<file path="config.mk">
export PLATFORM = sky130hd
export DESIGN_NAME = acs_cal_sequencer
export DESIGN_NICKNAME = d
export VERILOG_FILES = /design/src/core/acs_pkg.sv /design/src/core/acs_cal_sequencer.sv
export SDC_FILE = /design/constraint.sdc
export NUM_CORES = 1
export LEC_CHECK = 0
export BUFFER_PORTS_ARGS = -buffer_cell sky130_fd_sc_hd__buf_2
export CORE_ASPECT_RATIO = 0.6
export CORE_MARGIN = 4
export CORE_UTILIZATION = 40
export CTS_BUF_LIST = sky130_fd_sc_hd__clkbuf_8
export CTS_CLUSTER_DIAMETER = 120
export DETAILED_ROUTE_END_ITERATION = 12
export GPL_TIMING_DRIVEN = 0
export SLEW_MARGIN = 40
export SYNTH_ARGS = -nofsm -noshare
export SYNTH_HDL_FRONTEND = slang
export SYNTH_SLANG_ARGS = --single-unit
</file>
<file path="constraint.sdc">
create_clock -name mclk -period 4 [get_ports mclk]
set_input_delay 0.8 -clock mclk [delete_from_list [all_inputs] [get_ports mclk]]
set_output_delay 0.8 -clock mclk [all_outputs]
set_load 0.05 [all_outputs]
</file>
<file path="src/core/acs_pkg.sv">
/*
 * constants for the core calibration sequencer: register map, control bit
 * positions, reset values, run timing and the sequencer state encoding.
 * assumes a 125 MHz mclk and an AXI4-Lite register bus with 32-bit data.
 */
package acs_pkg;
   localparam logic [7:0]  ADDR_CTRL     = 8'h00;
   localparam logic [7:0]  ADDR_DELAY    = 8'h04;
   localparam logic [7:0]  ADDR_STATUS   = 8'h08;
   localparam logic [7:0]  ADDR_TRIM     = 8'h0C;
   localparam int          B_SOFT_TRIG   = 0;
   localparam int          B_PIN_SEL     = 1;
   localparam int          B_BG_EN       = 2;
   localparam int          B_LOW_POWER_BG_ENABLE       = 3;
   localparam int          B_SWAP_SEL    = 4;
   localparam int          B_OFFS_EN     = 5;
   localparam int          B_SINGLE      = 6;
   localparam int          B_CHAN_SEL    = 7;
   localparam int          CTRL_BITS     = 8;
   localparam logic [7:0]  CTRL_RESET    = 8'h00;
   localparam logic [31:0] DELAY_RESET   = 32'h0010_0010;
   localparam logic [1:0]  RESP_OKAY     = 2'b00;
   localparam logic [1:0]  RESP_SLVERR   = 2'b10;
   localparam logic [7:0]  MIDCODE       = 8'h00;
   localparam logic [1:0]  CORE_A        = 2'd0;
   localparam logic [1:0]  CORE_B        = 2'd1;
   localparam logic [1:0]  CORE_C        = 2'd2;
   localparam int          CLK_PERIOD_NS = 8;
   localparam int          CAL_RUN_NS    = 2048;
   localparam logic [15:0] CAL_RUN_CYCLES =
      16'((CAL_RUN_NS + CLK_PERIOD_NS - 1) / CLK_PERIOD_NS);
   localparam logic [15:0] CAL_LAST      = CAL_RUN_CYCLES - 16'd1;

   typedef enum logic [2:0] {
      S_FG    = 3'b000,
      S_IDLE  = 3'b001,
      S_WAKE  = 3'b011,
      S_BGCAL = 3'b010,
      S_SLEEP = 3'b110
   } acs_state_t;
endpackage : acs_pkg

</file>
<file path="src/core/acs_cal_sequencer.sv">
/*
 * core calibration sequencer: foreground runs with midcode output,
 * background rotation of a spare core, low-power sleep/wake pacing,
 * factory trim load and an AXI4-Lite register slave.
 * assumes core_data, factory_trim and the bus are on mclk; the trigger pin
 * is asynchronous.
 */
// Local design decisions: the AXI4-Lite slave port and the register offsets.
//
// Behaviour
// - foreground run forces midcode, cores offline
// - six banks, three cores, pairs out of phase
// - dual: A,B separate; single: both one input
// - background swaps core C in for A, B
// - calibration uses internal stimulus only
// - trims load factory values, software rewrites
// - foreground run at power-up; host waits
// - trigger from pin or software, selectable
// - background cycle repeats: calibrate, swap, rotate
// - low-power mode keeps offline spare powered down
// - sleep delay paces auto swaps
// - wake delay before calibrating woken core
// - swap automatic or user-triggered
// - done bit reports foreground completion
`timescale 1ns/10ps
module acs_cal_sequencer
   import acs_pkg::*;
(
   input  wire logic        mclk,
   input  wire logic        nrst,
   input  wire logic [7:0]  s_axi_awaddr,
   input  wire logic        s_axi_awvalid,
   output logic             s_axi_awready,
   input  wire logic [31:0] s_axi_wdata,
   input  wire logic [3:0]  s_axi_wstrb,
   input  wire logic        s_axi_wvalid,
   output logic             s_axi_wready,
   output logic [1:0]       s_axi_bresp,
   output logic             s_axi_bvalid,
   input  wire logic        s_axi_bready,
   input  wire logic [7:0]  s_axi_araddr,
   input  wire logic        s_axi_arvalid,
   output logic             s_axi_arready,
   output logic [31:0]      s_axi_rdata,
   output logic [1:0]       s_axi_rresp,
   output logic             s_axi_rvalid,
   input  wire logic        s_axi_rready,
   input  wire logic        cal_trigger_pin,
   input  wire logic [23:0] core_data,
   input  wire logic [23:0] factory_trim,
   output logic [7:0]       ch_a_data,
   output logic [7:0]       ch_b_data,
   output logic [2:0]       core_power,
   output logic [5:0]       bank_sample,
   output logic [2:0]       core_input_sel,
   output logic [2:0]       cal_core_sel,
   output logic             cal_stim_enable,
   output logic             offset_cal_active,
   output logic [23:0]      trim
);

   function automatic logic [2:0] onehot(input logic [1:0] idx);
      onehot = 3'(3'b001 << idx);
   endfunction : onehot

   function automatic logic [7:0] pick(input logic [23:0] d, input logic [1:0] idx);
      pick = d[8*idx +: 8];
   endfunction : pick

   acs_state_t     state;
   acs_state_t     next_state;
   logic [15:0]    cnt;
   logic [CTRL_BITS-1:0] ctrl;
   logic [31:0]    delay;
   logic           foreground_cal_done;
   logic           trim_loaded;
   logic [1:0]     slot0;
   logic [1:0]     slot1;
   logic [1:0]     spare;
   logic           swap_slot;
   logic           pin_s1;
   logic           pin_s2;
   logic           pin_s3;
   logic           soft_pulse;
   logic           trig_event;
   logic           swap;
   logic           spare_up;
   logic           bank_phase;
   logic           aw_held;
   logic           w_held;
   logic [7:0]     aw_addr;
   logic [31:0]    w_data;
   logic [3:0]     w_strb;
   logic           do_write;

   ////////////////////////////////////////////////////////////////////////
   // register bus
   assign s_axi_awready = !aw_held;
   assign s_axi_wready  = !w_held;
   assign s_axi_arready = !s_axi_rvalid;
   assign do_write      = aw_held && w_held && !s_axi_bvalid;

   always_ff @(posedge mclk or negedge nrst) begin
      if (!nrst) begin
         aw_held <= 1'b0;
         aw_addr <= 8'h00;
      end else if (s_axi_awvalid && !aw_held) begin
         aw_held <= 1'b1;
         aw_addr <= s_axi_awaddr;
      end else if (do_write) begin
         aw_held <= 1'b0;
      end
   end

   always_ff @(posedge mclk or negedge nrst) begin
      if (!nrst) begin
         w_held <= 1'b0;
         w_data <= 32'h0000_0000;
         w_strb <= 4'h0;
      end else if (s_axi_wvalid && !w_held) begin
         w_held <= 1'b1;
         w_data <= s_axi_wdata;
         w_strb <= s_axi_wstrb;
      end else if (do_write) begin
         w_held <= 1'b0;
      end
   end

   always_ff @(posedge mclk or negedge nrst) begin
      if (!nrst) begin
         s_axi_bvalid <= 1'b0;
         s_axi_bresp  <= RESP_OKAY;
      end else if (do_write) begin
         s_axi_bvalid <= 1'b1;
         if (aw_addr == ADDR_CTRL || aw_addr == ADDR_DELAY
             || aw_addr == ADDR_STATUS || aw_addr == ADDR_TRIM) begin
            s_axi_bresp <= RESP_OKAY;
         end else begin
            s_axi_bresp <= RESP_SLVERR;
         end
      end else if (s_axi_bready) begin
         s_axi_bvalid <= 1'b0;
      end
   end

   always_ff @(posedge mclk or negedge nrst) begin
      if (!nrst) begin
         ctrl       <= CTRL_RESET;
         delay      <= DELAY_RESET;
         soft_pulse <= 1'b0;
      end else begin
         soft_pulse <= do_write && aw_addr == ADDR_CTRL && w_strb[0]
                       && w_data[B_SOFT_TRIG];
         if (do_write && aw_addr == ADDR_CTRL && w_strb[0]) begin
            ctrl <= w_data[CTRL_BITS-1:0];
         end else if (do_write && aw_addr == ADDR_DELAY) begin
            for (int i = 0; i < 4; i++) begin
               if (w_strb[i]) begin
                  delay[8*i +: 8] <= w_data[8*i +: 8];
               end
            end
         end
      end
   end

   // trims take factory values right after reset release
   always_ff @(posedge mclk or negedge nrst) begin
      if (!nrst) begin
         trim_loaded <= 1'b0;
         trim        <= 24'h00_0000;
      end else if (!trim_loaded) begin
         trim_loaded <= 1'b1;
         trim        <= factory_trim;
      end else if (do_write && aw_addr == ADDR_TRIM) begin
         for (int i = 0; i < 3; i++) begin
            if (w_strb[i]) begin
               trim[8*i +: 8] <= w_data[8*i +: 8];
            end
         end
      end
   end

   property p_trim_load;
      @(posedge mclk) disable iff (!nrst)
      $rose(trim_loaded) |-> trim == $past(factory_trim);
   endproperty
   a_trim_load: assert property (p_trim_load)
      else $error("trim not loaded from factory value");

   always_ff @(posedge mclk or negedge nrst) begin
      if (!nrst) begin
         s_axi_rvalid <= 1'b0;
         s_axi_rdata  <= 32'h0000_0000;
         s_axi_rresp  <= RESP_OKAY;
      end else if (s_axi_arvalid && !s_axi_rvalid) begin
         s_axi_rvalid <= 1'b1;
         s_axi_rresp  <= RESP_OKAY;
         if (s_axi_araddr == ADDR_CTRL) begin
            s_axi_rdata <= {24'h00_0000, ctrl};
         end else if (s_axi_araddr == ADDR_DELAY) begin
            s_axi_rdata <= delay;
         end else if (s_axi_araddr == ADDR_STATUS) begin
            s_axi_rdata <= {24'h00_0000, swap_slot, core_power, spare,
                            state == S_FG, foreground_cal_done};
         end else if (s_axi_araddr == ADDR_TRIM) begin
            s_axi_rdata <= {8'h00, trim};
         end else begin
            s_axi_rdata <= 32'h0000_0000;
            s_axi_rresp <= RESP_SLVERR;
         end
      end else if (s_axi_rready) begin
         s_axi_rvalid <= 1'b0;
      end
   end

   ////////////////////////////////////////////////////////////////////////
   // trigger source
   always_ff @(posedge mclk or negedge nrst) begin
      if (!nrst) begin
         pin_s1 <= 1'b0;
         pin_s2 <= 1'b0;
         pin_s3 <= 1'b0;
      end else begin
         pin_s1 <= cal_trigger_pin;
         pin_s2 <= pin_s1;
         pin_s3 <= pin_s2;
      end
   end

   assign trig_event = ctrl[B_PIN_SEL] ? (pin_s2 && !pin_s3) : soft_pulse;

   ////////////////////////////////////////////////////////////////////////
   // sequencer
   assign swap = state == S_BGCAL && ctrl[B_BG_EN] && cnt == CAL_LAST;

   always_comb begin
      next_state = state;
      case (state)
         S_FG: begin
            if (cnt == CAL_LAST) begin
               next_state = S_IDLE;
            end
         end
         S_IDLE: begin
            if (ctrl[B_BG_EN] && !ctrl[B_PIN_SEL] && ctrl[B_SOFT_TRIG]) begin
               next_state = ctrl[B_LOW_POWER_BG_ENABLE] ? S_WAKE : S_BGCAL;
            end else if (trig_event) begin
               next_state = S_FG;
            end
         end
         S_BGCAL: begin
            if (!ctrl[B_BG_EN]) begin
               next_state = S_IDLE;
            end else if (swap && ctrl[B_LOW_POWER_BG_ENABLE]) begin
               next_state = S_SLEEP;
            end
         end
         S_SLEEP: begin
            if (!ctrl[B_BG_EN]) begin
               next_state = S_IDLE;
            end else if (ctrl[B_SWAP_SEL] ? trig_event
                         : cnt == delay[15:0]) begin
               next_state = S_WAKE;
            end
         end
         S_WAKE: begin
            if (!ctrl[B_BG_EN]) begin
               next_state = S_IDLE;
            end else if (cnt == delay[31:16]) begin
               next_state = S_BGCAL;
            end
         end
         default: next_state = S_IDLE;
      endcase
   end

   // reset state is a foreground run
   always_ff @(posedge mclk or negedge nrst) begin
      if (!nrst) begin
         state <= S_FG;
      end else begin
         state <= next_state;
      end
   end

   always_ff @(posedge mclk or negedge nrst) begin
      if (!nrst) begin
         cnt <= 16'h0000;
      end else if (next_state != state || swap) begin
         cnt <= 16'h0000;
      end else begin
         cnt <= cnt + 16'h0001;
      end
   end

   always_ff @(posedge mclk or negedge nrst) begin
      if (!nrst) begin
         foreground_cal_done <= 1'b0;
      end else if (state == S_FG && cnt == CAL_LAST) begin
         foreground_cal_done <= 1'b1;
      end else if (next_state == S_FG && state != S_FG) begin
         foreground_cal_done <= 1'b0;
      end
   end

   // spare takes over one slot, the replaced core becomes the spare
   always_ff @(posedge mclk or negedge nrst) begin
      if (!nrst) begin
         slot0     <= CORE_A;
         slot1     <= CORE_B;
         spare     <= CORE_C;
         swap_slot <= 1'b0;
      end else if (swap) begin
         swap_slot <= !swap_slot;
         if (!swap_slot) begin
            slot0 <= spare;
            spare <= slot0;
         end else begin
            slot1 <= spare;
            spare <= slot1;
         end
      end
   end

   property p_fg_powerup;
      @(posedge mclk) disable iff (!nrst)
      $rose(trim_loaded) |-> state == S_FG && cnt == 16'h0001;
   endproperty
   a_fg_powerup: assert property (p_fg_powerup)
      else $error("no foreground run at power-up");

   property p_fg_start;
      @(posedge mclk) disable iff (!nrst)
      state == S_IDLE && trig_event && !ctrl[B_BG_EN] |=> state == S_FG;
   endproperty
   a_fg_start: assert property (p_fg_start)
      else $error("trigger did not start foreground run");

   property p_fg_busy;
      @(posedge mclk) disable iff (!nrst)
      state == S_FG && cnt != CAL_LAST |=> state == S_FG && !foreground_cal_done;
   endproperty
   a_fg_busy: assert property (p_fg_busy)
      else $error("foreground run cut short");

   property p_foreground_cal_done;
      @(posedge mclk) disable iff (!nrst)
      state == S_FG && cnt == CAL_LAST |=> foreground_cal_done && state == S_IDLE;
   endproperty
   a_foreground_cal_done: assert property (p_foreground_cal_done)
      else $error("done not reported after run");

   property p_swap;
      @(posedge mclk) disable iff (!nrst)
      swap |=> spare != $past(spare) && swap_slot != $past(swap_slot);
   endproperty
   a_swap: assert property (p_swap)
      else $error("spare core not rotated");

   property p_sleep;
      @(posedge mclk) disable iff (!nrst)
      state == S_SLEEP && ctrl[B_BG_EN] && !ctrl[B_SWAP_SEL]
      && cnt == delay[15:0] |=> state == S_WAKE;
   endproperty
   a_sleep: assert property (p_sleep)
      else $error("sleep delay not honoured");

   property p_wake;
      @(posedge mclk) disable iff (!nrst)
      state == S_WAKE && ctrl[B_BG_EN] && cnt == delay[31:16]
      |=> state == S_BGCAL && cnt == 16'h0000;
   endproperty
   a_wake: assert property (p_wake)
      else $error("wake delay not honoured");

   ////////////////////////////////////////////////////////////////////////
   // core control and data path
   assign spare_up        = state == S_WAKE || state == S_BGCAL;
   assign core_power      = ~onehot(spare) | (spare_up ? onehot(spare) : 3'b000);
   assign cal_core_sel    = state == S_FG ? ~onehot(spare)
                          : state == S_BGCAL ? onehot(spare) : 3'b000;
   assign cal_stim_enable = |cal_core_sel;
   assign offset_cal_active = state == S_FG && ctrl[B_OFFS_EN];

   // input select per core: 0 first input, 1 second input
   always_comb begin
      core_input_sel = 3'b000;
      if (ctrl[B_SINGLE]) begin
         core_input_sel = {3{ctrl[B_CHAN_SEL]}};
      end else begin
         core_input_sel = onehot(slot1);
      end
   end

   always_ff @(posedge mclk or negedge nrst) begin
      if (!nrst) begin
         bank_phase <= 1'b0;
      end else begin
         bank_phase <= !bank_phase;
      end
   end

   assign bank_sample = {{2{core_power[2]}}, {2{core_power[1]}}, {2{core_power[0]}}}
                      & {3{bank_phase, !bank_phase}};

   always_ff @(posedge mclk or negedge nrst) begin
      if (!nrst) begin
         ch_a_data <= MIDCODE;
         ch_b_data <= MIDCODE;
      end else if (state == S_FG) begin
         ch_a_data <= MIDCODE;
         ch_b_data <= MIDCODE;
      end else begin
         ch_a_data <= pick(core_data, slot0);
         ch_b_data <= pick(core_data, slot1);
      end
   end

   property p_midcode;
      @(posedge mclk) disable iff (!nrst)
      state == S_FG |=> ch_a_data == MIDCODE && ch_b_data == MIDCODE;
   endproperty
   a_midcode: assert property (p_midcode)
      else $error("output not midcode during foreground run");

   property p_lp_sleep;
      @(posedge mclk) disable iff (!nrst)
      state == S_SLEEP |-> core_power == ~onehot(spare) && cal_core_sel == 3'b000;
   endproperty
   a_lp_sleep: assert property (p_lp_sleep)
      else $error("sleeping spare core powered");

endmodule : acs_cal_sequencer

</file>
* After elaboration in Yosys (flattened, before gate mapping)
Index checks and enable logic that the tools add are counted.
** Word-level totals
- Bits in registers :: 197
- Input bits :: 108
- Word-level logic and storage cells :: 157
** Operators by class
- $add $sub $neg :: 1
- Equality and inequality tests :: 18
- Reductions and logical operators :: 52
- Shifts and indexed selects :: 4
- Bitwise logic cells :: 5
- Multiplexer cells :: 44
** Operators by type and width (count)
- two-way mux 24 bit :: 4
- two-way mux 32 bit :: 2
- variable part select 24 x 6 -> 8 bit :: 2
- two-way mux 8 bit :: 5
- two-way mux 3 bit :: 13
- == test 16 bit :: 2
- == test 8 x 4 -> 1 bit (second input constant) :: 4
- logical AND 1 bit :: 19
- adder 16 x 1 -> 16 bit (second input constant) :: 1
- == test 16 x 8 -> 1 bit (second input constant) :: 1
- == test 8 x 3 -> 1 bit (second input constant) :: 2
- zero test 8 bit :: 2
- two-way mux 16 bit :: 1
- one-hot mux 3 bit (5 select lines) :: 1
- two-way mux 1 bit :: 12
- two-way mux 2 bit :: 6
- AND reduction 3 bit :: 4
- AND reduction 2 bit :: 5
- nonzero test 2 bit :: 5
- zero test 1 bit :: 8
- inequality test 2 x 1 -> 1 bit (second input constant) :: 4
- bitwise AND 6 bit :: 1
- == test 3 x 2 -> 1 bit (second input constant) :: 2
- zero test 3 bit :: 2
- other kinds (10) :: 16

* Depth between registers and ports, before layout
Gate-level depths: netlist (run 1).
- Depth after elaboration :: 11
- Depth in mapped cells :: 9

* Worst setup path after synthesis (run 1)
No wires, ideal clock.
- Path type :: register to output
- Start point :: register spare[1]
- End point :: output cal_stim_enable
- Data arrival time :: 2592 ps
- Slack :: 608 ps
- Cell stages (with the launch flop) :: 6
- Cell sequence :: dfstp_2 -> clkbuf_1 -> nor2b_1 -> xnor2_1 -> nor3_1 -> or3_1
** Between the ends
- Longest elaborated chain between the ends :: 4
- Elaborated cells between the ends (all ways) :: 5
- Classes of those cells :: shift (1); mux (2); bitwise (1); reduce/logical (1)
** Ends and longest elaborated chain
- from (decl) :: RTL line acs_cal_sequencer.sv:79 : logic [1:0] spare;
- from (signal assigned) :: RTL line acs_cal_sequencer.sv:317 : spare <= slot0;
- from (signal assigned) :: RTL line acs_cal_sequencer.sv:320 : spare <= slot1;
- << shifter 1 x 2 -> 3 bit (*) :: RTL line acs_cal_sequencer.sv:63 : onehot = 3'(3'b001 << idx);
- two-way mux 3 bit or NOT 3 bit (tied branches) :: RTL line acs_cal_sequencer.sv:381, acs_cal_sequencer.sv:380
- two-way mux 3 bit (*) :: RTL line acs_cal_sequencer.sv:380 : assign cal_core_sel = state == S_FG ? ~onehot(spare)
- net cal_core_sel[2] :: RTL line acs_cal_sequencer.sv:56 : output logic [2:0] cal_core_sel,
- OR reduction 3 bit (*) :: RTL line acs_cal_sequencer.sv:382 : assign cal_stim_enable = |cal_core_sel;
- to (decl) :: RTL line acs_cal_sequencer.sv:57 : output logic cal_stim_enable,
Mark *: on every way through the listed nets, which the timed path passes. The rest lies on a longest branch.

* Worst setup path after layout (run 1)
- Start point :: register slot1[1]
- End point :: output core_input_sel[2]
** Between the ends
- Longest elaborated chain between the ends :: 2
** Ends and longest elaborated chain
- from (decl) :: RTL line acs_cal_sequencer.sv:78 : logic [1:0] slot1;
- from (signal assigned) :: RTL line acs_cal_sequencer.sv:319 : slot1 <= spare;
- << shifter 1 x 2 -> 3 bit :: RTL line acs_cal_sequencer.sv:63
- two-way mux 3 bit :: RTL line acs_cal_sequencer.sv:388 : if (ctrl[B_SINGLE]) begin
- to (decl) :: RTL line acs_cal_sequencer.sv:55 : output logic [2:0] core_input_sel,
Every way passes these cells.

==> results.cfg, run 1 <==
[synthesis]
netlist.area_leader.share = 0.522
yosysSeqAreaShare = 0.533
yosysWarnings = 0
synth_commonest_cells = dfrtp_1 (191), mux2_2 (89), mux2i_1 (61), nand2_1 (60), nor2_1 (51)
synthFlopType = dfrtp_1
yosysMostFrequentCell = dfrtp_1
syn_inst = 790
yosysUniqueCellTypes = 60
ys_ff_latch = 195
yosys.area.top_type = dfrtp_1
postSynthAreaPerCell_um2 = 11.6
synthTopCellsByArea = dfrtp_1 (52%), mux2_2 (11%), mux2i_1 (6.7%)
syn_area_mm2 = 0.00916
synthArstFlopShare = 1.00
synth_edf_count = 0

[finish]
fillers = 2088
seq_area_mm2 = 0.00488
multi_input_area_mm2 = 0.00402
area_delta_synth_final_pct = 21.4
final_area_mm2 = 0.0111
nets = 1122
drive_gt1_frac = 0.351

[timing]
clock_skew_ns = 0.0172
final-max-slew-violation-count = 0
slew_headroom = 0.455
fmax_ghz = 0.286
final.setup.tns_ns = 0
finalSetupViolCount = 0
finalHoldViolCount = 0
worst_slew_pin_slew_ns = 0.806
min_period_ns = 3.50
hold_slack_ns = 0.231
fin_crit_sh = 0.874
worst_slack_ns = 0.504
rsz0062_at_grt = false

[setup_path]
critPathCaptureType = output pin
r2r_slack_ns = 0.96
cp.arrival_ns = 2.70
crit_path_start = slot1[1]$_DFFE_PN0P_
critPathKind = flop to output pin
reg2reg_to = cnt[9]$_DFF_PN0_
rr_worst_depth = 8
cp_max_fo = 10
endpoint = core_input_sel[2]
worstReg2RegStart = cnt[11]$_DFF_PN0_
critPathRequiredTime_ns = 3.20
worstSetupStartpointType = flop

[detailed_routing]
drt_wl_total_um = 25900
route.detailed.drc = 0
drt-initial-drc-count = 540
drtAntennaViolNets = 0
routedWlPerCell_um = 19.4
dr.pass1.iters = 5
routed-via-count = 6969
vias_per_cell = 5.22

[global_route]
grt_pass1_wl_um = 40400
antenna_found_initial = 4
gr-total-overflow = 0
grt_max_degree = 72
grt_use_total = 0.203
first_global_vias = 6899

[power]
power.internal_mw = 3.69
seqPwrFrac = 0.495
p_leak_nw = 5.37
comb_power_share = 0.222
p_total_mw = 5.45
clkPwrFrac = 0.284
max-vdd-ir-drop_mv = 0.273
p_per_area_mw_per_mm2 = 490
power_switching_mw = 1.76
p_sw_frac = 0.323

[clock_network]
cts_root_buf = clkbuf_8
cts_resized = 0
h-tree-depth = 4
path_clk_slew_ns = 0.10
clock_latency_ns = 0.48
clock_path_buffers = 2
clock_sinks = 195
cts_tree = done
holdBufCountCts = 0
cts_setup_buffers = 0
cts_inserted_buffers = 17

[hold_path]
min-delay-path-class = primary input to async pin

[floorplanning]
die-area_mm2 = 0.0255
rows = 42
coreArea_mm2 = 0.0223
die_x_um = 203
start_util = 0.411
die_h_um = 125
io_pins = 206

[placement]
hpwl_um = 19800
place_congestion = 0.904
dpl_worst_slack_ns = 0.795
portBuffers = 201
placed_area_mm2 = 0.0106

[run]
cap_violations = 0

[run_status]
status = finished clean
==> worst min path at each step <==
stage	startpoint	end	slack [ns]	depth (start not counted)
floorplan	pin_s1$_DFF_PN0_	pin_s2$_DFF_PN0_	0.33	0
finish	nrst	ch_a_data[1]$_DFF_PN0_	0.23	1
detailed placement	pin_s1$_DFF_PN0_	pin_s2$_DFF_PN0_	0.34	0
global placement	pin_s1$_DFF_PN0_	pin_s2$_DFF_PN0_	0.33	0
global route	nrst	ch_a_data[1]$_DFF_PN0_	0.24	1
CTS	nrst	ch_a_data[1]$_DFF_PN0_	0.22	1
==> layout make-up <==
cell class / count / share of cell area
Multi-Input combinational cell: 529 / 0.362
Clock inverter: 13 / 0.0207
Tap cell: 308 / 0.0347
Timing Repair Buffer: 203 / 0.0963
Sequential cell: 195 / 0.439
Clock buffer: 18 / 0.0223
Buffer: 52 / 0.0199
Inverter: 15 / 0.00506
Antenna cell: 1 / 0.000225
==> power groups by stage <==
| stage | Sequential (mW) | Clock, mW | Combinational (mW) |
|---|---|---|---|
| 3_3_place_gp | 2.73 | 0 | 1.19 |
| 5_1_grt | 2.74 | 1.66 | 1.31 |
| 6_report | 2.70 | 1.55 | 1.21 |
| 4_1_cts | 2.69 | 1.58 | 1.22 |
| 2_1_floorplan | 2.84 | 0 | 0.661 |
| 3_5_place_dp | 2.74 | 0 | 1.22 |
==> cell usage in the layout, fill, tap and decap left out, drive strengths merged, types with 3 or more instances in the layout <==
cell type / count
nor2: 52
o21ai: 43
nor4: 9
or3: 14
a31oi: 9
bufinv: 6
dfstp: 4
nor3: 15
mux2: 90
o31ai: 11
nand3b: 5
xnor2: 25
or4: 5
a21oi: 16
clkinv: 4
nand4: 7
a22o: 16
buf: 219
xor2: 25
nor2b: 10
clkbuf: 54
inv: 18
dfrtp: 191
mux4: 8
mux2i: 61
a21boi: 4
conb: 3
nand3: 8
nand2: 64
==> stage by stage <==
step | cells | util
after CTS | 1333 | 0.499
after floorplan | 791 | -
after global routing | 1333 | 0.499
final | 1334 | 0.499
after global placement | 1300 | 0.474
after detailed placement | 1302 | 0.477
==> registers in the layout (all words and copies together) (netlist names), 3 cells and up <==
| name | flops |
|---|---|
| delay | 32 |
| s_axi_rdata | 32 |
| w_data | 32 |
| trim | 24 |
| cnt | 16 |
| aw_addr | 8 |
| ch_a_data | 8 |
| ch_b_data | 8 |
| ctrl | 8 |
| w_strb | 4 |
| state | 3 |
==> cell families (layout without fill, tap and decap cells) <==
group | after synthesis | in the layout | synth area share
xor+xnor | 50 | 50 | 0.0478
flops | 195 | 195 | 0.533
compound gates | 115 | 115 | 0.0814
other cells | 2 | 4 | 0.000820
simple gates | 201 | 201 | 0.109
buf+inv | 67 | 301 | 0.0300
mux | 159 | 159 | 0.197
fa+ha+maj | 1 | 1 | 0.00137
==> worst max-delay path, cell delays in order (launching register included) <==
cell	delay (ns)
dfrtp_1	0.33
clkbuf_1	0.25
buf_1	0.51
clkinv_1	0.45
o31ai_1	0.37
buf_2	0.32
==> routing by layer <==
layer	wire [µm]	global-route usage	part of all wire	vias up
met2	10600	0.274	0.41	212
met1	13300	0.325	0.51	3476
met5	39	0	0.0015	-
met4	336	0.0511	0.013	8
li1	-	-	-	3245
met3	1680	0.0489	0.065	28
Power figures use the tool's default switching activity.
==> inputs of run 2 (changes only) <==
CORE_UTILIZATION = 55   (was 40)
PLACE_DENSITY = 0.81   (was default)
RECOVER_POWER = 25   (was default)
==> results.cfg, run 2 (synthesized netlist as in run 1, its figures left out) <==
[finish]
largest_registers = delay (32), s_axi_rdata (32), w_data (32)
fillers = 1198
nets = 1122
drive_gt1_frac = 0.351
mostFrequentLayoutCells = buf_2 (207), dfrtp_1 (191), mux2_2 (89)
antennaDiodeCount = 0
final_common_cell = buf_2
area_delta_synth_final_pct = 19.5
final_util = 0.673
layout.cells.non_filler = 1254

[clock_network]
cts_setup_buffers = 0
h-tree-depth = 4
holdBufCountCts = 0
cts_tree = done
clock_latency_ns = 0.48
clock_path_buffers = 2
cts_root_buf = clkbuf_8
clock_sinks = 195
cts_inserted_buffers = 17
cts_resized = 0
path_clk_slew_ns = 0.12

[power]
p_total_mw = 5.21
p_per_area_mw_per_mm2 = 476
max-vdd-ir-drop_mv = 0.356
p_leak_nw = 5.31

[timing]
fin_crit_sh = 0.873
finalSetupViolCount = 0
worst_slew_pin_slew_ns = 2.87
finalHoldViolCount = 0
fmax_ghz = 0.286
rsz0062_at_grt = false
final-max-slew-violation-count = 48
slew_headroom = -0.914
min_period_ns = 3.49
clock_skew_ns = 0.0190

[placement]
post-place-cells = 1222
place_congestion = 0.966
hpwl_um = 18500
portBuffers = 201

[floorplanning]
die-area_mm2 = 0.0189
rows = 36
die_x_um = 175
start_util = 0.564
coreArea_mm2 = 0.0163
io_pins = 206
die_h_um = 108

[setup_path]
critPathKind = flop to output pin
rr_worst_depth = 8
cp_max_fo = 10
critPathRequiredTime_ns = 3.20
cp.arrival_ns = 2.69
worstReg2RegStart = cnt[6]$_DFF_PN0_
critPathCaptureType = output pin
r2r_slack_ns = 0.93
reg2reg_to = cnt[1]$_DFF_PN0_
crit_path_start = slot1[1]$_DFFE_PN0P_
worstSetupStartpointType = flop

[detailed_routing]
dr.pass1.iters = 6
wl_met2_um = 10900
top_layer_used = met5
drt_wl_total_um = 24600
wl_met3_um = 2210
vias_per_cell = 5.76
drtAntennaViolNets = 0
routedWlPerCell_um = 19.6
drt-initial-drc-count = 657
drt-met1-wl_um = 11100
routed-via-count = 7225
route.detailed.drc = 0

[global_route]
grt_pass1_wl_um = 38100
grt_use_total = 0.260
first_global_vias = 7093
gr-total-overflow = 0
grt_max_degree = 77
antenna_found_initial = 3

[run_status]
violations = capacitance limit, slew limit
status = finished, violations left

[hold_path]
hold_depth = 0
hold_path_startpoint = pin_s1$_DFF_PN0_
min-delay-path-class = flop to flop
whs_endpoint = pin_s2$_DFF_PN0_

[run]
cap_violations = 1
run 2: cell count changes in the layout (fill, tap and decap cells not counted):
cell / previous run / this run
clkinv_8: 0 / 7
bufinv_16: 6 / 0
clkbuf_1: 34 / 37
clkbuf_2: 2 / 0
inv_1: 14 / 12
inv_8: 1 / 3
buf_8: 1 / 0
clkbuf_8: 18 / 17
clkinv_4: 1 / 0
clkinvlp_4: 0 / 1
diode_2: 1 / 0
inv_6: 2 / 3
run 2: report_power, final:
| part | leakage, nW | switching [mW] | internal [mW] |
|---|---|---|---|
| registers | 2.52 | 0.354 | 2.34 |
| logic | 2.59 | 0.688 | 0.522 |
| clock network | 0.206 | 0.827 | 0.482 |
| total | 5.31 | 1.87 | 3.34 |
run 2: routing by layer:
metal | track usage | up-vias
met2 | 0.387 | 366
met5 | 0 | -
met4 | 0.0784 | 6
li1 | - | 3241
met1 | 0.375 | 3558
met3 | 0.0755 | 54
run 2: metrics by stage:
stage               TNS, ns  area, µm²  hold WS [ns]  setup WS [ns]
floorplan                 0       9170         0.331          0.608
global placement    -194.52      10500         0.336          -1.04
detailed placement        0      10500         0.342          0.814
CTS                       0      11000         0.211          0.548
global route              0      10900         0.389          0.400
finish                    0      10900         0.374          0.507
run 2: cell type report:
class | count | area (µm²) | share of cell area
Buffer | 52 | 219 | 0.0200
Clock buffer | 17 | 234 | 0.0214
Timing Repair Buffer | 203 | 1060 | 0.0968
Multi-Input combinational cell | 529 | 4020 | 0.367
Inverter | 15 | 56.3 | 0.00514
Clock inverter | 15 | 186 | 0.0170
Sequential cell | 195 | 4880 | 0.446
Tap cell | 228 | 285 | 0.0261
run 2: worst max-delay path by stage:
stage                                  end  slack [ns]  depth (start not counted)
3_3_place_gp        w_data[20]$_DFFE_PN0P_       -1.04                          1
3_5_place_dp   s_axi_rdata[27]$_DFFE_PN0P_        0.81                          6
2_1_floorplan              cal_stim_enable        0.61                          5
5_1_grt                  core_input_sel[2]        0.40                          5
4_1_cts                  core_input_sel[2]        0.55                          5
6_report                 core_input_sel[2]        0.51                          5
run 2: worst max-delay path: stages (launching register included):
cell and delay [ns]:
dfrtp_1 0.34, clkbuf_1 0.23, buf_1 0.51, clkinv_1 0.45, o31ai_1 0.35, buf_2 0.32
==> inputs of run 3 (changes only) <==
CORE_ASPECT_RATIO = default   (was 0.6)
CORE_MARGIN = 3   (was 4)
==> results.cfg, run 3 (synthesized netlist as in run 1, its figures left out) <==
[finish]
final_common_cell = buf_2
fillers = 1173
mostFrequentLayoutCells = buf_2 (207), dfrtp_1 (191), mux2_2 (89)
multi_input_area_mm2 = 0.00402
nets = 1123
drive_gt1_frac = 0.352
seq_area_mm2 = 0.00488
final_util = 0.682
area_delta_synth_final_pct = 19.9
layout.cells.non_filler = 1243
final_area_mm2 = 0.0110
largest_registers = delay (32), s_axi_rdata (32), w_data (32)
antennaDiodeCount = 0

[clock_network]
cts_tree = done
cts_resized = 0
cts_setup_buffers = 0
clock_latency_ns = 0.48
clock_sinks = 195
path_clk_slew_ns = 0.10
holdBufCountCts = 0
h-tree-depth = 4
clock_path_buffers = 2
cts_inserted_buffers = 17
cts_root_buf = clkbuf_8

[timing]
clock_skew_ns = 0.0127
finalHoldViolCount = 0
hold_slack_ns = 0.357
final.setup.tns_ns = 0
worst_slew_pin_slew_ns = 1.85
worst_slack_ns = 0.552
slew_headroom = -0.231
finalSetupViolCount = 0
min_period_ns = 3.45
final-max-slew-violation-count = 150
rsz0062_at_grt = false
fmax_ghz = 0.290
fin_crit_sh = 0.862

[setup_path]
worstReg2RegStart = cnt[6]$_DFF_PN0_
critPathKind = flop to output pin
cp.depth = 5
critPathRequiredTime_ns = 3.20
cp.arrival_ns = 2.65
crit_path_start = slot1[1]$_DFFE_PN0P_
path_cells = clkbuf_1 > buf_1 > clkinv_1 > o31ai_1 > buf_2
cp.buffers_inverters = 4
cp_max_fo = 10
rr_worst_depth = 8
worstSetupStartpointType = flop
critPathCaptureType = output pin
critPathSlowestCell = buf_1
path_delay_family = buffers and inverters
slowest_delay_ns = 0.49

[detailed_routing]
routedWlPerCell_um = 18.9
drtAntennaViolNets = 0
routed-via-count = 7070
drt_wl_total_um = 23500
drt-initial-drc-count = 454
dr.pass1.iters = 5
vias_per_cell = 5.69
route.detailed.drc = 0

[placement]
portBuffers = 201
place_congestion = 0.901
post-place-cells = 1211
placed_area_mm2 = 0.0106
hpwl_um = 17300
dpl_worst_slack_ns = 0.834

[floorplanning]
rows = 46
io_pins = 206
start_util = 0.569
die_h_um = 135
die-area_mm2 = 0.0182
coreArea_mm2 = 0.0161
die_x_um = 135

[power]
seqPwrFrac = 0.493
p_sw_frac = 0.319
clkPwrFrac = 0.284
p_total_mw = 5.44
power.internal_mw = 3.70
p_leak_nw = 5.35
p_per_area_mw_per_mm2 = 495
max-vdd-ir-drop_mv = 0.345
comb_power_share = 0.223
power_switching_mw = 1.74

[global_route]
grt_max_degree = 77
grt_use_total = 0.261
gr-total-overflow = 0
grt_pass1_wl_um = 37100
antenna_found_initial = 2
first_global_vias = 7000

[run_status]
violations = capacitance limit, slew limit
status = finished, violations left

[hold_path]
hold_path_startpoint = pin_s1$_DFF_PN0_
hold_depth = 0
min-delay-path-class = flop to flop

[run]
cap_violations = 2
==> run 3: cell types whose count changed in the layout (fill, tap and decap cells not counted) <==
| cell | previous run | this run |
|---|---|---|
| buf_16 | 2 | 1 |
| bufinv_16 | 0 | 6 |
| clkbuf_1 | 37 | 36 |
| clkbuf_2 | 0 | 3 |
| clkbuf_8 | 17 | 19 |
| clkinv_2 | 1 | 2 |
| clkinv_8 | 7 | 0 |
| inv_1 | 12 | 13 |
| inv_8 | 3 | 0 |
==> run 3: final timing paths <==
path	slack, ns	end
max in group asynchronous	1.94	w_strb[0]$_DFFE_PN0P_
setup reg to reg	1.14	cnt[1]$_DFF_PN0_
hold reg to reg	0.36	pin_s2$_DFF_PN0_
hold / removal	0.36	pin_s2$_DFF_PN0_
setup / recovery	0.55	core_input_sel[2]
min in group asynchronous	0.93	ch_a_data[7]$_DFF_PN0_
==> run 3: power by group through the flow <==
stage                     sequential (mW)  clock, mW  combinational, mW
after floorplan                      2.84          0              0.661
after global placement               2.70          0               1.17
after detailed placement             2.72          0               1.22
after CTS                            2.68       1.56               1.23
after global routing                 2.73       1.63               1.31
final                                2.68       1.55               1.21
==> run 3: worst reg2reg max path, cell delays in order (launching register included) <==
cell and delay, ns:
dfrtp_1 0.36, buf_2 0.18, xor2_1 0.16, nor4_1 0.60
a2111oi_0 0.25, a211oi_2 0.51, buf_2 0.32, nor4b_1 0.08
mux2_2 0.29
==> run 3: layer usage <==
metal  up-vias  track usage  wire length (µm)
met4         4       0.0890               393
li1       3236            -                 -
met2       272        0.429             11700
met3        35       0.0581              1700
met1      3523        0.346              9670
met5         -            0                21
==> run 3: layout make-up <==
| type | count | area share |
|---|---|---|
| inverter | 15 | 0.00513 |
| buffer | 52 | 0.0200 |
| tap | 216 | 0.0246 |
| clock buffer | 19 | 0.0238 |
| multi-input combinational | 529 | 0.366 |
| sequential | 195 | 0.445 |
| clock inverter | 13 | 0.0207 |
| timing repair buffer | 204 | 0.0949 |
